[config.mk]
export PLATFORM = sky130hd
export DESIGN_NAME = vectored_interrupt_control
export DESIGN_NICKNAME = d
export VERILOG_FILES = /design/src/verilog/irq_ctrl_pkg.sv /design/src/verilog/irq_stack_if.sv /design/src/verilog/irq_return_stack.sv /design/src/verilog/vectored_interrupt_control.sv
export SDC_FILE = /design/constraint.sdc
export NUM_CORES = 1
export LEC_CHECK = 0
export BUFFER_PORTS_ARGS = -buffer_cell sky130_fd_sc_hd__buf_2
export CORE_MARGIN = 4
export CORE_UTILIZATION = 57
export DETAILED_ROUTE_END_ITERATION = 10
export PLACE_DENSITY = 0.84
export SLEW_MARGIN = 20
export SYNTH_ARGS = -nofsm -noshare
export SYNTH_HDL_FRONTEND = slang
export SYNTH_HIERARCHICAL = 1
export SYNTH_SLANG_ARGS = --single-unit
export TNS_END_PERCENT = 30
[constraint.sdc]
create_clock -name I_CLK -period 4.3 [get_ports I_CLK]
set_input_delay 0.86 -clock I_CLK [delete_from_list [all_inputs] [get_ports I_CLK]]
set_output_delay 0.86 -clock I_CLK [all_outputs]
set_load 0.03 [all_outputs]
[src/verilog/irq_ctrl_pkg.sv]
// Constants and register map for the vectored interrupt controller.
// Assumes a 125 MHz core clock and an Avalon-MM word-addressed register bus.
// How it works
// Summary flag is OR of peripheral requests ANDed with their enables.
// Global disable bit 4 blocks every interrupt when set.
// Reset sets the global disable bit.
// Acceptance sets global disable, pushes return address, loads the vector.
// Simultaneous pending interrupts served by fixed priority, 1 highest.
// Vectors 0008h, 0010h, 0018h, 0020h for the four sources.
// Request flags set by events regardless of enables or global disable.
// Return-and-enable pops return address and clears global disable together.
// Peripheral request needs both group enable and its own enable.
// External pin edge chosen by timer0 status bit 7, sets flag bit 4.
// External pin enable at bit 0; enabled pin interrupt wakes from sleep.
// Timer0 rollover sets flag bit 5; enable bit 1 gates it.
// Timer clock pin edge by status bit 6 sets flag bit 6; enable bit 2.
// Vectoring to external or timer0 vector clears that flag.
// Software polls and clears serviced peripheral flags before re-enabling.
// Port change request bit 7 set on port change; software ends mismatch.
// Timer3 request bit 6: overflow with capture1, else period rollover.
// Timer2 request bit 5 set on rollover after period match.
// Timer1 request bit 4: 8-bit or 16-bit paired period rollover.
// Capture events set capture2 bit 3 and capture1 bit 2.
// Serial tx bit 1 reads buffer empty, rx bit 0 buffer full.
// Software sets global disable before clearing individual enables.
// Early variant software re-checks global disable after setting it.
`default_nettype none
package irq_ctrl_pkg;
   localparam int ADDR_W = 8;
   localparam logic [7:0] ADDR_CORE_STATUS = 8'h07;
   localparam logic [7:0] ADDR_PROC_STATUS = 8'h06;
   localparam logic [7:0] ADDR_TIMER0_STATUS = 8'h05;
   localparam logic [7:0] ADDR_PERIPH_FLAGS = 8'h16;
   localparam logic [7:0] ADDR_PERIPH_ENABLE = 8'h17;
   localparam logic [7:0] ADDR_VECTOR = 8'h20;
   localparam logic [7:0] ADDR_STACK_TOP = 8'h21;
   localparam logic [7:0] ADDR_STACK_DEPTH = 8'h22;
   localparam int GLOBAL_DIS_BIT = 4;
   localparam int EXT_POL_BIT = 7;
   localparam int TCK_POL_BIT = 6;
   localparam int EXT_EN_BIT = 0;
   localparam int T0_EN_BIT = 1;
   localparam int TCK_EN_BIT = 2;
   localparam int GRP_EN_BIT = 3;
   localparam int EXT_FLAG_BIT = 4;
   localparam int T0_FLAG_BIT = 5;
   localparam int TCK_FLAG_BIT = 6;
   localparam int SUM_FLAG_BIT = 7;
   localparam int P_PORT = 7;
   localparam int P_T3 = 6;
   localparam int P_T2 = 5;
   localparam int P_T1 = 4;
   localparam int P_CAP2 = 3;
   localparam int P_CAP1 = 2;
   localparam int P_TX = 1;
   localparam int P_RX = 0;
   localparam logic [7:0] PERIPH_SW_MASK = 8'hFC;
   localparam logic [7:0] CORE_SW_MASK = 8'h7F;
   localparam logic [15:0] VEC_EXT = 16'h0008;
   localparam logic [15:0] VEC_T0 = 16'h0010;
   localparam logic [15:0] VEC_TCK = 16'h0018;
   localparam logic [15:0] VEC_PERIPH = 16'h0020;
   localparam logic [15:0] ROLL_MAX = 16'hFFFF;
   localparam logic [7:0] PROC_RESET = 8'h10;
   localparam logic [7:0] ZERO8 = 8'h00;
   localparam logic [31:0] ZERO32 = 32'h0000_0000;
endpackage
`default_nettype wire

[src/verilog/irq_stack_if.sv]
// Push and pop handshake between the controller and its return stack.
// Assumes both ends share the core clock.
`default_nettype none
interface irq_stack_if;
   logic push;
   logic pop;
   logic [15:0] push_data;
   logic [15:0] top;
   logic [4:0] depth;
   modport ctrl (output push, output pop, output push_data, input top, input depth);
   modport store (input push, input pop, input push_data, output top, output depth);
endinterface
`default_nettype wire

[src/verilog/irq_return_stack.sv]
// Hardware return-address stack for interrupt entry and return.
// Assumes push and pop are never requested in the same cycle.
`default_nettype none
module irq_return_stack #(
   parameter int DEPTH = 16
) (
   input wire logic i_clk,
   input wire logic i_rst,
   irq_stack_if.store s
);
   logic [15:0] mem_q [DEPTH];
   logic [4:0] ptr_q;
   logic [15:0] top_q;

   always_ff @(posedge i_clk) begin
      if (s.push) begin
         mem_q[ptr_q[3:0]] <= s.push_data;
      end
   end

   // Pointer saturates at DEPTH; an overflow push writes slot ptr_q[3:0], the oldest entry when DEPTH is 16
   always_ff @(posedge i_clk) begin
      if (i_rst) begin
         ptr_q <= 5'h00;
         top_q <= 16'h0000;
      end else if (s.push) begin
         ptr_q <= (ptr_q == 5'(DEPTH)) ? ptr_q : ptr_q + 5'h01;
         top_q <= s.push_data;
      end else if (s.pop) begin
         ptr_q <= (ptr_q == 5'h00) ? ptr_q : ptr_q - 5'h01;
         top_q <= (ptr_q > 5'h01) ? mem_q[4'(ptr_q - 5'h02)] : 16'h0000;
      end
   end

   assign s.top = top_q;
   assign s.depth = ptr_q;
endmodule
`default_nettype wire

[src/verilog/vectored_interrupt_control.sv]
// Interrupt gathering, masking, priority and vectoring for the core.
// Assumes core events arrive as same-clock pulses; pins pass synchronisers.
`default_nettype none
module vectored_interrupt_control #(
   parameter int STACK_DEPTH = 16
) (
   input wire logic I_CLK,
   input wire logic I_RST,
   input wire logic [7:0] I_AVS_ADDRESS,
   input wire logic I_AVS_READ,
   input wire logic I_AVS_WRITE,
   input wire logic [31:0] I_AVS_WRITEDATA,
   input wire logic [3:0] I_AVS_BYTEENABLE,
   output logic [31:0] O_AVS_READDATA,
   output logic O_AVS_WAITREQUEST,
   input wire logic I_EXT_EDGE_PIN,
   input wire logic I_TIMER_CLOCK_PIN,
   input wire logic I_CAPTURE1_PIN,
   input wire logic I_CAPTURE2_PIN,
   input wire logic [7:0] I_CHANGE_DETECT_PORT,
   input wire logic I_TIMER0_TICK,
   input wire logic [15:0] I_TIMER0,
   input wire logic I_TIMER1_TICK,
   input wire logic [7:0] I_TIMER1,
   input wire logic [7:0] I_TIMER1_PERIOD,
   input wire logic I_TIMER2_TICK,
   input wire logic [7:0] I_TIMER2,
   input wire logic [7:0] I_TIMER2_PERIOD,
   input wire logic I_TIMER3_TICK,
   input wire logic [15:0] I_TIMER3,
   input wire logic [15:0] I_TIMER3_PERIOD,
   input wire logic I_TIMER1_WIDE_MODE,
   input wire logic I_CAPTURE1_OR_PERIOD3_SELECT,
   input wire logic I_SERIAL_TX_EMPTY,
   input wire logic I_SERIAL_RX_FULL,
   input wire logic I_CORE_READY,
   input wire logic [15:0] I_RETURN_ADDR,
   input wire logic I_RETURN_AND_ENABLE_INSTR,
   input wire logic I_SLEEPING,
   output logic O_VECTOR_LOAD,
   output logic [15:0] O_VECTOR,
   output logic O_RETURN_LOAD,
   output logic [15:0] O_RETURN_ADDR,
   output logic O_WAKE
);
   typedef enum logic [1:0] {SRC_EXT, SRC_T0, SRC_TCK, SRC_PERIPH} src_t;
   typedef enum {IDLE, ANSWER} bus_t;

   irq_stack_if stk ();
   irq_return_stack #(.DEPTH(STACK_DEPTH)) u_stack (
      .i_clk(I_CLK),
      .i_rst(I_RST),
      .s(stk)
   );

   // Two-flop synchronisers; a third stage keeps edge detection off the first flop
   logic [3:0] pin_s1_q, pin_s2_q, pin_s3_q;
   logic [7:0] port_s1_q, port_s2_q, port_ref_q;
   always_ff @(posedge I_CLK) begin
      pin_s1_q <= {I_CAPTURE2_PIN, I_CAPTURE1_PIN, I_TIMER_CLOCK_PIN, I_EXT_EDGE_PIN};
      pin_s2_q <= pin_s1_q;
      pin_s3_q <= pin_s2_q;
      port_s1_q <= I_CHANGE_DETECT_PORT;
      port_s2_q <= port_s1_q;
   end

   logic [7:0] proc_status_q, timer0_status_q, core_irq_status_enable_q;
   logic [7:0] peripheral_request_flags_q, peripheral_enable_mask_q;
   logic ext_edge, tck_edge, cap1_edge, cap2_edge;
   logic t0_roll, t1_roll, t2_roll, t3_roll;
   logic port_mismatch;

   // Rising edge if polarity bit set, falling if clear
   assign ext_edge = timer0_status_q[irq_ctrl_pkg::EXT_POL_BIT] ?
                     (pin_s2_q[0] & ~pin_s3_q[0]) : (~pin_s2_q[0] & pin_s3_q[0]);
   assign tck_edge = timer0_status_q[irq_ctrl_pkg::TCK_POL_BIT] ?
                     (pin_s2_q[1] & ~pin_s3_q[1]) : (~pin_s2_q[1] & pin_s3_q[1]);
   // Capture on falling edge, the usual capture default
   assign cap1_edge = ~pin_s2_q[2] & pin_s3_q[2];
   assign cap2_edge = ~pin_s2_q[3] & pin_s3_q[3];
   assign t0_roll = I_TIMER0_TICK & (I_TIMER0 == irq_ctrl_pkg::ROLL_MAX);
   // Rollovers: timer counted from period, or timer3 from ROLL_MAX when selected, back to zero
   assign t2_roll = I_TIMER2_TICK & (I_TIMER2 == I_TIMER2_PERIOD);
   assign t1_roll = I_TIMER1_WIDE_MODE ?
                    (I_TIMER2_TICK & ({I_TIMER1, I_TIMER2} ==
                                      {I_TIMER1_PERIOD, I_TIMER2_PERIOD})) :
                    (I_TIMER1_TICK & (I_TIMER1 == I_TIMER1_PERIOD));
   assign t3_roll = I_TIMER3_TICK & (I_CAPTURE1_OR_PERIOD3_SELECT ?
                    (I_TIMER3 == irq_ctrl_pkg::ROLL_MAX) : (I_TIMER3 == I_TIMER3_PERIOD));
   assign port_mismatch = port_s2_q != port_ref_q;

   logic sum_flag;
   assign sum_flag = |(peripheral_request_flags_q & peripheral_enable_mask_q);

   // Gated requests
   logic ext_req, t0_req, tck_req, per_req, any_req, glob_dis;
   assign glob_dis = proc_status_q[irq_ctrl_pkg::GLOBAL_DIS_BIT];
   assign ext_req = core_irq_status_enable_q[irq_ctrl_pkg::EXT_FLAG_BIT] &
                    core_irq_status_enable_q[irq_ctrl_pkg::EXT_EN_BIT];
   assign t0_req = core_irq_status_enable_q[irq_ctrl_pkg::T0_FLAG_BIT] &
                   core_irq_status_enable_q[irq_ctrl_pkg::T0_EN_BIT];
   assign tck_req = core_irq_status_enable_q[irq_ctrl_pkg::TCK_FLAG_BIT] &
                    core_irq_status_enable_q[irq_ctrl_pkg::TCK_EN_BIT];
   assign per_req = sum_flag & core_irq_status_enable_q[irq_ctrl_pkg::GRP_EN_BIT];
   assign any_req = ext_req | t0_req | tck_req | per_req;

   // Accept only when the core is at an instruction boundary and not returning
   logic accept;
   assign accept = any_req & ~glob_dis & I_CORE_READY & ~I_RETURN_AND_ENABLE_INSTR;

   src_t win;
   always_comb begin
      if (ext_req) begin
         win = SRC_EXT;
      end else if (t0_req) begin
         win = SRC_T0;
      end else if (tck_req) begin
         win = SRC_TCK;
      end else begin
         win = SRC_PERIPH;
      end
   end

   logic [15:0] win_vec;
   always_comb begin
      unique case (win)
         SRC_EXT: win_vec = irq_ctrl_pkg::VEC_EXT;
         SRC_T0: win_vec = irq_ctrl_pkg::VEC_T0;
         SRC_TCK: win_vec = irq_ctrl_pkg::VEC_TCK;
         SRC_PERIPH: win_vec = irq_ctrl_pkg::VEC_PERIPH;
      endcase
   end

   // Bus decode: one wait cycle then answer
   bus_t bus_q;
   logic wr_hit, rd_hit;
   assign wr_hit = (bus_q == ANSWER) & I_AVS_WRITE & I_AVS_BYTEENABLE[0];
   assign rd_hit = (bus_q == ANSWER) & I_AVS_READ;

   always_ff @(posedge I_CLK) begin
      if (I_RST) begin
         bus_q <= IDLE;
         O_AVS_WAITREQUEST <= 1'b1;
      end else begin
         unique case (bus_q)
            IDLE: begin
               if (I_AVS_READ | I_AVS_WRITE) begin
                  bus_q <= ANSWER;
                  O_AVS_WAITREQUEST <= 1'b0;
               end
            end
            ANSWER: begin
               bus_q <= IDLE;
               O_AVS_WAITREQUEST <= 1'b1;
            end
         endcase
      end
   end

   logic [7:0] rd_byte;
   always_comb begin
      unique case (I_AVS_ADDRESS)
         irq_ctrl_pkg::ADDR_CORE_STATUS:
            rd_byte = {sum_flag, core_irq_status_enable_q[6:0]};
         irq_ctrl_pkg::ADDR_PROC_STATUS: rd_byte = proc_status_q;
         irq_ctrl_pkg::ADDR_TIMER0_STATUS: rd_byte = timer0_status_q;
         irq_ctrl_pkg::ADDR_PERIPH_FLAGS: rd_byte = peripheral_request_flags_q;
         irq_ctrl_pkg::ADDR_PERIPH_ENABLE: rd_byte = peripheral_enable_mask_q;
         irq_ctrl_pkg::ADDR_VECTOR: rd_byte = O_VECTOR[7:0];
         irq_ctrl_pkg::ADDR_STACK_TOP: rd_byte = stk.top[7:0];
         irq_ctrl_pkg::ADDR_STACK_DEPTH: rd_byte = {3'b000, stk.depth};
         default: rd_byte = irq_ctrl_pkg::ZERO8;
      endcase
   end

   always_ff @(posedge I_CLK) begin
      if (I_RST) begin
         O_AVS_READDATA <= irq_ctrl_pkg::ZERO32;
      end else if ((bus_q == IDLE) & I_AVS_READ) begin
         O_AVS_READDATA <= {24'h00_0000, rd_byte};
      end
   end

   // Global disable: set at reset and on acceptance, cleared on return
   always_ff @(posedge I_CLK) begin
      if (I_RST) begin
         proc_status_q <= irq_ctrl_pkg::PROC_RESET;
      end else if (accept) begin
         proc_status_q[irq_ctrl_pkg::GLOBAL_DIS_BIT] <= 1'b1;
      end else if (I_RETURN_AND_ENABLE_INSTR) begin
         proc_status_q[irq_ctrl_pkg::GLOBAL_DIS_BIT] <= 1'b0;
      end else if (wr_hit & (I_AVS_ADDRESS == irq_ctrl_pkg::ADDR_PROC_STATUS)) begin
         proc_status_q <= I_AVS_WRITEDATA[7:0];
      end
   end

   always_ff @(posedge I_CLK) begin
      if (I_RST) begin
         timer0_status_q <= irq_ctrl_pkg::ZERO8;
      end else if (wr_hit & (I_AVS_ADDRESS == irq_ctrl_pkg::ADDR_TIMER0_STATUS)) begin
         timer0_status_q <= I_AVS_WRITEDATA[7:0];
      end
   end

   always_ff @(posedge I_CLK) begin
      if (I_RST) begin
         peripheral_enable_mask_q <= irq_ctrl_pkg::ZERO8;
      end else if (wr_hit & (I_AVS_ADDRESS == irq_ctrl_pkg::ADDR_PERIPH_ENABLE)) begin
         peripheral_enable_mask_q <= I_AVS_WRITEDATA[7:0];
      end
   end

   // Core flags: software write, event sets win, vector clears
   logic [7:0] core_d;
   always_comb begin
      core_d = core_irq_status_enable_q;
      if (wr_hit & (I_AVS_ADDRESS == irq_ctrl_pkg::ADDR_CORE_STATUS)) begin
         core_d = (core_d & ~irq_ctrl_pkg::CORE_SW_MASK) |
                  (I_AVS_WRITEDATA[7:0] & irq_ctrl_pkg::CORE_SW_MASK);
      end
      if (accept & (win == SRC_EXT)) begin
         core_d[irq_ctrl_pkg::EXT_FLAG_BIT] = 1'b0;
      end
      if (accept & (win == SRC_T0)) begin
         core_d[irq_ctrl_pkg::T0_FLAG_BIT] = 1'b0;
      end
      if (ext_edge) begin
         core_d[irq_ctrl_pkg::EXT_FLAG_BIT] = 1'b1;
      end
      if (t0_roll) begin
         core_d[irq_ctrl_pkg::T0_FLAG_BIT] = 1'b1;
      end
      if (tck_edge) begin
         core_d[irq_ctrl_pkg::TCK_FLAG_BIT] = 1'b1;
      end
      core_d[irq_ctrl_pkg::SUM_FLAG_BIT] = 1'b0;
   end

   always_ff @(posedge I_CLK) begin
      if (I_RST) begin
         core_irq_status_enable_q <= irq_ctrl_pkg::ZERO8;
      end else begin
         core_irq_status_enable_q <= core_d;
      end
   end

   // Peripheral flags: set wins over software clear
   logic [7:0] per_d, per_set;
   always_comb begin
      per_set = irq_ctrl_pkg::ZERO8;
      per_set[irq_ctrl_pkg::P_PORT] = port_mismatch;
      per_set[irq_ctrl_pkg::P_T3] = t3_roll;
      per_set[irq_ctrl_pkg::P_T2] = t2_roll;
      per_set[irq_ctrl_pkg::P_T1] = t1_roll;
      per_set[irq_ctrl_pkg::P_CAP2] = cap2_edge;
      per_set[irq_ctrl_pkg::P_CAP1] = cap1_edge;
      per_d = peripheral_request_flags_q;
      if (wr_hit & (I_AVS_ADDRESS == irq_ctrl_pkg::ADDR_PERIPH_FLAGS)) begin
         per_d = (per_d & ~irq_ctrl_pkg::PERIPH_SW_MASK) |
                 (I_AVS_WRITEDATA[7:0] & irq_ctrl_pkg::PERIPH_SW_MASK);
      end
      per_d = per_d | per_set;
      per_d[irq_ctrl_pkg::P_TX] = I_SERIAL_TX_EMPTY;
      per_d[irq_ctrl_pkg::P_RX] = I_SERIAL_RX_FULL;
   end

   always_ff @(posedge I_CLK) begin
      if (I_RST) begin
         peripheral_request_flags_q <= irq_ctrl_pkg::ZERO8;
      end else begin
         peripheral_request_flags_q <= per_d;
      end
   end

   // Port mismatch lasts until software reads the peripheral flags register, refreshing the reference
   always_ff @(posedge I_CLK) begin
      if (I_RST) begin
         port_ref_q <= irq_ctrl_pkg::ZERO8;
      end else if (rd_hit & (I_AVS_ADDRESS == irq_ctrl_pkg::ADDR_PERIPH_FLAGS)) begin
         port_ref_q <= port_s2_q;
      end
   end

   // Entry pushes return address, return pops it
   assign stk.push = accept;
   assign stk.push_data = I_RETURN_ADDR;
   assign stk.pop = I_RETURN_AND_ENABLE_INSTR;

   always_ff @(posedge I_CLK) begin
      if (I_RST) begin
         O_VECTOR_LOAD <= 1'b0;
         O_VECTOR <= irq_ctrl_pkg::VEC_EXT;
         O_RETURN_LOAD <= 1'b0;
         O_RETURN_ADDR <= 16'h0000;
         O_WAKE <= 1'b0;
      end else begin
         O_VECTOR_LOAD <= accept;
         if (accept) begin
            O_VECTOR <= win_vec;
         end
         O_RETURN_LOAD <= I_RETURN_AND_ENABLE_INSTR;
         if (I_RETURN_AND_ENABLE_INSTR) begin
            O_RETURN_ADDR <= stk.top;
         end
         // Enabled pin interrupts wake regardless of global disable
         O_WAKE <= I_SLEEPING & (ext_req | tck_req);
      end
   end
endmodule
`default_nettype wire
==> results of run 1 <==
[power breakdown]
part	switching, mW	internal (mW)
clock	1.35	1.89
sequential	0.201	4.07
combinational	1.38	1.24
[layer usage]
layer | vias up | part of all wire (%) | track usage (%)
li1 | 4532 | - | -
met1 | 5004 | 38 | 33.4
met2 | 586 | 48 | 41.2
met3 | 102 | 9.8 | 4.69
met4 | 0 | 3.6 | 8.97
met5 | - | 0 | 0
[worst reg2reg max path, cell delays in order, from the launching register on]
cell and delay, ns:
dfxtp_1 0.33, a22o_1 0.24, o41a_1 0.49, o21ai_2 0.34, inv_1 0.31, nor3b_1 0.54, nand2_1 0.61, o221ai_1 0.38
[area by class of cell]
class | count | area (um2)
multi-input combinational | 645 | 5340
fill | 1914 | 9280
sequential | 384 | 10300
clock inverter | 18 | 211
timing repair buffer | 207 | 1160
inverter | 20 | 75.1
tap | 378 | 473
clock buffer | 50 | 995
[worst paths after layout]
check	endpoint	slack, ns	cells past startpoint
setup / recovery	u_stack/s.top[12]$_SDFFE_PP0P_	0.96	7
hold / removal	port_s2_q[5]$_DFF_P_	0.33	0
setup reg to reg	u_stack/s.top[12]$_SDFFE_PP0P_	0.96	7
hold reg to reg	port_s2_q[5]$_DFF_P_	0.33	0
[flip-flops by register name (all words and copies together), names as in the netlist, 4 cells and up]
name / flops
peripheral_enable_mask_q: 8
u_stack/s.top: 16
peripheral_request_flags_q: 8
timer0_status_q: 8
proc_status_q: 8
O_RETURN_ADDR: 16
core_irq_status_enable_q: 7
u_stack/mem_q: 256
pin_s2_q: 4
port_s2_q: 8
pin_s3_q: 4
port_ref_q: 8
u_stack/s.depth: 5
O_AVS_READDATA: 8
pin_s1_q: 4
port_s1_q: 8
[through the flow]
stage	worst slack, ns	utilization, %	area [um2]
floorplan	0.714	-	16200
global placement	1.20	62.3	17300
detailed placement	1.08	62.3	17300
CTS	1.12	66.6	18500
global route	0.805	66.6	18500
finish	0.960	66.6	18500
[Yosys cell counts, types with 3 or more instances]
master	instances	area, um2
edfxtp_1	256	7690
dfxtp_1	128	2560
nor2_1	83	312
mux2i_1	72	721
nand2_1	69	259
mux4_2	49	1100
buf_4	39	293
a21oi_1	32	160
nand3_1	24	120
mux2_2	21	236
buf_2	19	95.1
inv_1	19	71.3
clkbuf_1	18	67.6
nor3b_1	18	135
xor2_1	18	158
o21ai_0	16	80.1
mux4_1	14	368
xnor2_1	14	123
and2_0	12	75.1
nand2b_1	12	75.1
nor3_1	12	60.1
o221ai_1	12	105
a22oi_1	11	82.6
buf_1	10	37.5
ha_1	10	125
nor4_1	9	56.3
nor2b_1	8	50.1
o22ai_1	8	50.1
a31oi_1	6	37.5
nand4_1	6	37.5
a22o_1	5	43.8
and3_1	5	31.3
buf_6	5	56.3
and2_1	4	25.0
o221ai_2	4	60.1
a211oi_1	3	22.5
a2bb2oi_1	3	26.3
o2111ai_1	3	26.3
or3_1	3	18.8
[logic make-up after synthesis]
group                      after synthesis  synth area share (%)
DFF                                    384                  63.7
and+or+nand+nor                        280                  8.71
muxes                                  156                  15.1
AOI/OAI and AO/OA                      130                  5.86
buffers and inverters                  113                  4.07
xor gates and xnor gates                32                  1.74
adders and majority gates               10                 0.778
other                                    1                0.0233
==> flow_summary.json, run 1 <==
{
  "status": "finished, final reports clean",
  "syn-cell-area_mm2": 0.0161,
  "hold_violations": 0,
  "startpoint_type": "register",
  "cp_max_fo": 15,
  "crit_start": "peripheral_request_flags_q[5]$_SDFF_PP0_",
  "min_from": "port_s1_q[5]$_DFF_P_",
  "clk_latency_ns": 0.53,
  "fmax_mhz": 299,
  "cts_resized": 0,
  "placed_cells_incl_taps": 1634,
  "layout_common_cells": "edfxtp_1 (256), buf_2 (169), dfxtp_1 (127), nor2_1 (82), mux2i_1 (72)",
  "initial_core_util_pct": 57.9,
  "timing.hold.ws_ns": 0.327,
  "fin_setup_tns_ns": 0,
  "die_h_um": 176,
  "port_buffers": 170,
  "min_path_type": "reg2reg",
  "p_per_area_mw_per_mm2": 547,
  "cp_top_family": "compound AO/OA/AOI/OAI gates",
  "vias_per_cell": 6.01,
  "p_leak_nw": 6.70,
  "critPathBufInv": 1,
  "r2r_start": "peripheral_request_flags_q[5]$_SDFF_PP0_",
  "hold_buffers": 0,
  "syn2layout_area_growth_pct": 15.0,
  "end_kind": "register",
  "place.gp.congestion": 0.973,
  "drt_iter0_drc": 1169,
  "nets": 1472,
  "coreArea_mm2": 0.0278,
  "clockRootBuffer": "clkbuf_16",
  "rsz0062_at_grt": "false",
  "ys_seq_area_share_pct": 63.7,
  "grt_pass1_wl_um": 59200,
  "path_cells": "a22o_1 > o41a_1 > o21ai_2 > inv_1 > nor3b_1 > nand2_1 > o221ai_1",
  "die-area_mm2": 0.0310,
  "min_period_over_period_pct": 77.7,
  "drt-wirelength-per-cell_um": 22.8,
  "grtUsageTotal_pct": 24.9,
  "drc": 0,
  "required_ns": 4.71,
  "ir_drop_v": 0.000469,
  "finalCriticalPeriod_ns": 3.34,
  "critPathSlowestCell": "nand2_1",
  "setup_violations": 0,
  "cts.path.max_buffers": 3,
  "drt-total-wl_um": 38800,
  "p_total_mw": 10.1,
  "syn-mean-instance-area_um2": 14.5,
  "crit_type": "reg2reg",
  "final_common_cell": "edfxtp_1",
  "antenna_found_initial": 0,
  "drv.max_cap_violation_count": 0,
  "worst_pin_slew_ns": 0.825,
  "instances_no_fill": 1702,
  "dp_hpwl_um": 25000,
  "ys.flop_type": "edfxtp_1",
  "ys_ff_latch": 384,
  "crit_path_max_incr_delay_ns": 0.61,
  "fin_skew_ns": 0.0165,
  "vias": 10200,
  "arrival_ns": 3.75,
  "synth_edf_count": 256,
  "grt_pass1_vias": 10300,
  "grt_overflow": 0,
  "drv_slew": 0,
  "clk_pin_slew_worst_paths_ns": 0.06,
  "firstDrtPassIters": 7,
  "cts_made_buffers": 37,
  "htree_num_levels": 2,
  "cts_tree": "done",
  "netlist_instances": 1106,
  "antennaDiodeCount": 0,
  "grt_max_degree": 52,
  "cts.sinks": 384,
  "ys_async_sr_fraction_pct": 0,
  "slew-limit-headroom_pct": 45.0,
  "ant_nets": 0,
  "rows": 61,
  "ios": 235,
  "dieWidth_um": 176,
  "drive_gt1_share_pct": 26.7,
  "cts_setup_buffers": 0,
  "yosysWarnings": 6,
  "synth.distinct_cells": 73
}
(Power assumes the default switching activity.)
==> run 2: changes to the inputs <==
--- a/config.mk
+++ b/config.mk
@@ -5,11 +5,12 @@
 export SDC_FILE = /design/constraint.sdc
 export NUM_CORES = 1
 export LEC_CHECK = 0
+export ABC_AREA = 1
 export BUFFER_PORTS_ARGS = -buffer_cell sky130_fd_sc_hd__buf_2
 export CORE_MARGIN = 4
-export CORE_UTILIZATION = 57
+export CORE_UTILIZATION = 52
 export DETAILED_ROUTE_END_ITERATION = 10
-export PLACE_DENSITY = 0.84
+export PLACE_DENSITY = 0.8
 export SLEW_MARGIN = 20
 export SYNTH_ARGS = -nofsm -noshare
 export SYNTH_HDL_FRONTEND = slang
==> constraint.sdc (replaced) <==
create_clock -name I_CLK -period 2.8 [get_ports I_CLK]
set_input_delay 0.56 -clock I_CLK [delete_from_list [all_inputs] [get_ports I_CLK]]
set_output_delay 0.56 -clock I_CLK [all_outputs]
set_load 0.03 [all_outputs]
==> run 2 against run 1 <==
Effect of this change:
- global-route usage shrank 2.2 points
- register-to-register slack lost 0.71 ns
- largest cell class unchanged
- critical endpoint is now u_stack/mem_q[1][13]$_DFFE_PP_
- non-clock buffer count grew 7
- cell count grew 35%
- critical path type unchanged
- power grew 61%
- combinational power grew 88%
==> flow_summary.json, run 2 <==
{
  "status": "finished, final reports clean",
  "ys_async_sr_fraction_pct": 0,
  "nets": 2043,
  "crit_path_max_incr_delay_ns": 0.37,
  "required_ns": 2.99,
  "antennaDiodeCount": 0,
  "ios": 235,
  "r2r_start": "peripheral_enable_mask_q[5]$_SDFFE_PP0P_",
  "clk_pin_slew_worst_paths_ns": 0.06,
  "drc": 0,
  "vias_per_cell": 5.50,
  "final_cell_area_mm2": 0.0189,
  "min_path_type": "in2reg",
  "dieWidth_um": 186,
  "die_h_um": 186,
  "drt_iter0_drc": 1311,
  "cts_made_buffers": 38,
  "worst_pin_slew_ns": 0.685,
  "firstDrtPassIters": 6,
  "cts.sinks": 384,
  "ys.flop_type": "edfxtp_1",
  "drv.max_cap_violation_count": 0,
  "crit_start": "peripheral_enable_mask_q[5]$_SDFFE_PP0P_",
  "p_leak_nw": 7.65,
  "path_cells": "nand2_1 > nand2_1 > nor2_1 > nand2_1 > nand2_1 > nand2_1 > nand3_1 > inv_1 > buf_4 > nand2_1 > nor2_1 > buf_4",
  "ant_nets": 0,
  "p_per_area_mw_per_mm2": 860,
  "rsz0062_at_grt": "false",
  "fin_setup_tns_ns": 0,
  "hold_violations": 0,
  "crit_type": "reg2reg",
  "synth.distinct_cells": 46,
  "synth_area_leaders": "edfxtp_1 (46%), dfxtp_1 (15%), nand2_1 (10%), nand3_1 (8.7%), nor2_1 (2.3%)",
  "grt_pass1_wl_um": 64100,
  "yosysWarnings": 6,
  "yosysMostFrequentCell": "nand2_1",
  "drive_gt1_share_pct": 16.9,
  "layout_common_cells": "nand2_1 (446), nand3_1 (289), edfxtp_1 (256), buf_2 (170), dfxtp_1 (126)",
  "arrival_ns": 2.74,
  "vias": 12600,
  "grtUsageTotal_pct": 22.7,
  "drt-wirelength-per-cell_um": 17.8,
  "syn-cell-area_mm2": 0.0166,
  "syn2layout_area_growth_pct": 14.3,
  "die-area_mm2": 0.0348,
  "antenna_found_initial": 0,
  "fmax_mhz": 393,
  "grt_overflow": 0,
  "ys_seq_area_share_pct": 61.9,
  "ys_ff_latch": 384,
  "synth_top_area_share_pct": 46.4,
  "cts_tree": "done",
  "fin_skew_ns": 0.0180,
  "dp_hpwl_um": 26700,
  "clockRootBuffer": "clkbuf_16",
  "min_period_over_period_pct": 91.0,
  "critPathSlowestCell": "inv_1",
  "cts.path.max_buffers": 3,
  "htree_num_levels": 2,
  "postPlaceCellArea_mm2": 0.0177,
  "setup_violations": 0,
  "slew-limit-headroom_pct": 54.3,
  "min_from": "I_CAPTURE1_PIN",
  "grt_pass1_vias": 12100,
  "largest_register_ffs": 256,
  "final_common_cell": "nand2_1",
  "netlist_instances": 1691,
  "post-route-util_pct": 60.1,
  "syn-mean-instance-area_um2": 9.79,
  "synthTopCellsByCount": "nand2_1 (446), nand3_1 (289), edfxtp_1 (256)",
  "drt-total-wl_um": 40900,
  "port_buffers": 170,
  "cp_max_fo": 16,
  "synth_edf_count": 256,
  "finalCriticalPeriod_ns": 2.55,
  "place.gp.congestion": 0.941,
  "startpoint_type": "register",
  "rows": 65,
  "ir_drop_v": 0.000853,
  "initial_core_util_pct": 52.6,
  "coreArea_mm2": 0.0315,
  "end_kind": "register",
  "post-synth-top-area-cell": "edfxtp_1",
  "drv_slew": 0,
  "grt_max_degree": 95,
  "crit_top_cell": "nand2_1",
  "clk_latency_ns": 0.53,
  "hold_buffers": 0
}
-- run 2: cell types whose count changed after synthesis, moves of 17 or more --
cell / before / now
a21oi_1: 32 / 76
inv_1: 19 / 94
mux2_2: 21 / 0
mux2i_1: 72 / 0
mux4_2: 49 / 0
nand2_1: 69 / 446
nand3_1: 24 / 289
nor2_1: 83 / 103
nor3b_1: 18 / 1
o21ai_0: 16 / 61
-- run 2: routing by layer --
layer	share of wire, %	global-route usage [%]	wire, um	vias up
met5	0	0	0	-
met2	49	38.7	20000	614
li1	-	-	-	6020
met3	8.3	3.85	3400	95
met4	3.2	7.88	1300	0
met1	40	29.7	16200	5898
-- run 2: layout make-up --
cell class                 count  area (um2)
tap                          402         503
timing repair buffer         214        1220
fill                        2494       12500
sequential                   384       10300
clock buffer                  49        1090
multi-input combinational   1126        5380
clock inverter                18        86.3
inverter                     102         390
-- run 2: per-stage QoR --
| stage | power (mW) | setup WS (ns) | hold WS (ns) | std cells |
|---|---|---|---|---|
| finish | 16.3 | 0.253 | 0.132 | 2295 |
| global route | 17.1 | 0.112 | 0.117 | 2295 |
| CTS | 16.3 | 0.0681 | 0.116 | 2293 |
| detailed placement | 11.4 | 0.152 | 0.312 | 2226 |
| global placement | 11.3 | 0.242 | 0.310 | 2226 |
| floorplan | 9.96 | 0.00591 | 0.310 | 1727 |
-- run 2: logic make-up (layout without fill, tap and decap cells) --
group           Yosys count  after routing  synth area share (%)
flops                   384            384                  61.9
other cells               1             37                0.0226
buf+inv                 217            383                  6.44
fa+ha+maj                10             10                 0.756
compound gates          170            170                  5.69
xor+xnor                 21             21                  1.16
simple gates            888            888                  24.0
-- run 2: path summary, 6_finish.rpt --
path,slack [ns],end,cells past startpoint
setup / recovery,0.25,u_stack/mem_q[1][13]$_DFFE_PP_,12
hold reg to reg,0.33,port_s2_q[5]$_DFF_P_,0
setup reg to reg,0.25,u_stack/mem_q[1][13]$_DFFE_PP_,12
hold / removal,0.13,pin_s1_q[2]$_DFF_P_,1
-- run 2: critical path: cells and delay by family (launching register included) --
family,cells,cell delay (ns)
buffers and inverters,3,0.93
flip-flops,1,0.36
AND/OR/NAND/NOR,9,0.91
-- run 2: repair_timing --
item                                    CTS  global route
endpoints found under the setup margin    0            17
gates resized for setup                   0             1
setup buffers                             0             2
-- run 2: power breakdown --
group / leakage (nW) / switching (mW) / internal (mW) / total [mW]
Combinational: 3.71 / 3.42 / 1.51 / 4.94
Clock: 0.589 / 2.07 / 2.74 / 4.81
Sequential: 3.35 / 0.282 / 6.25 / 6.53
Total: 7.65 / 5.77 / 10.5 / 16.3
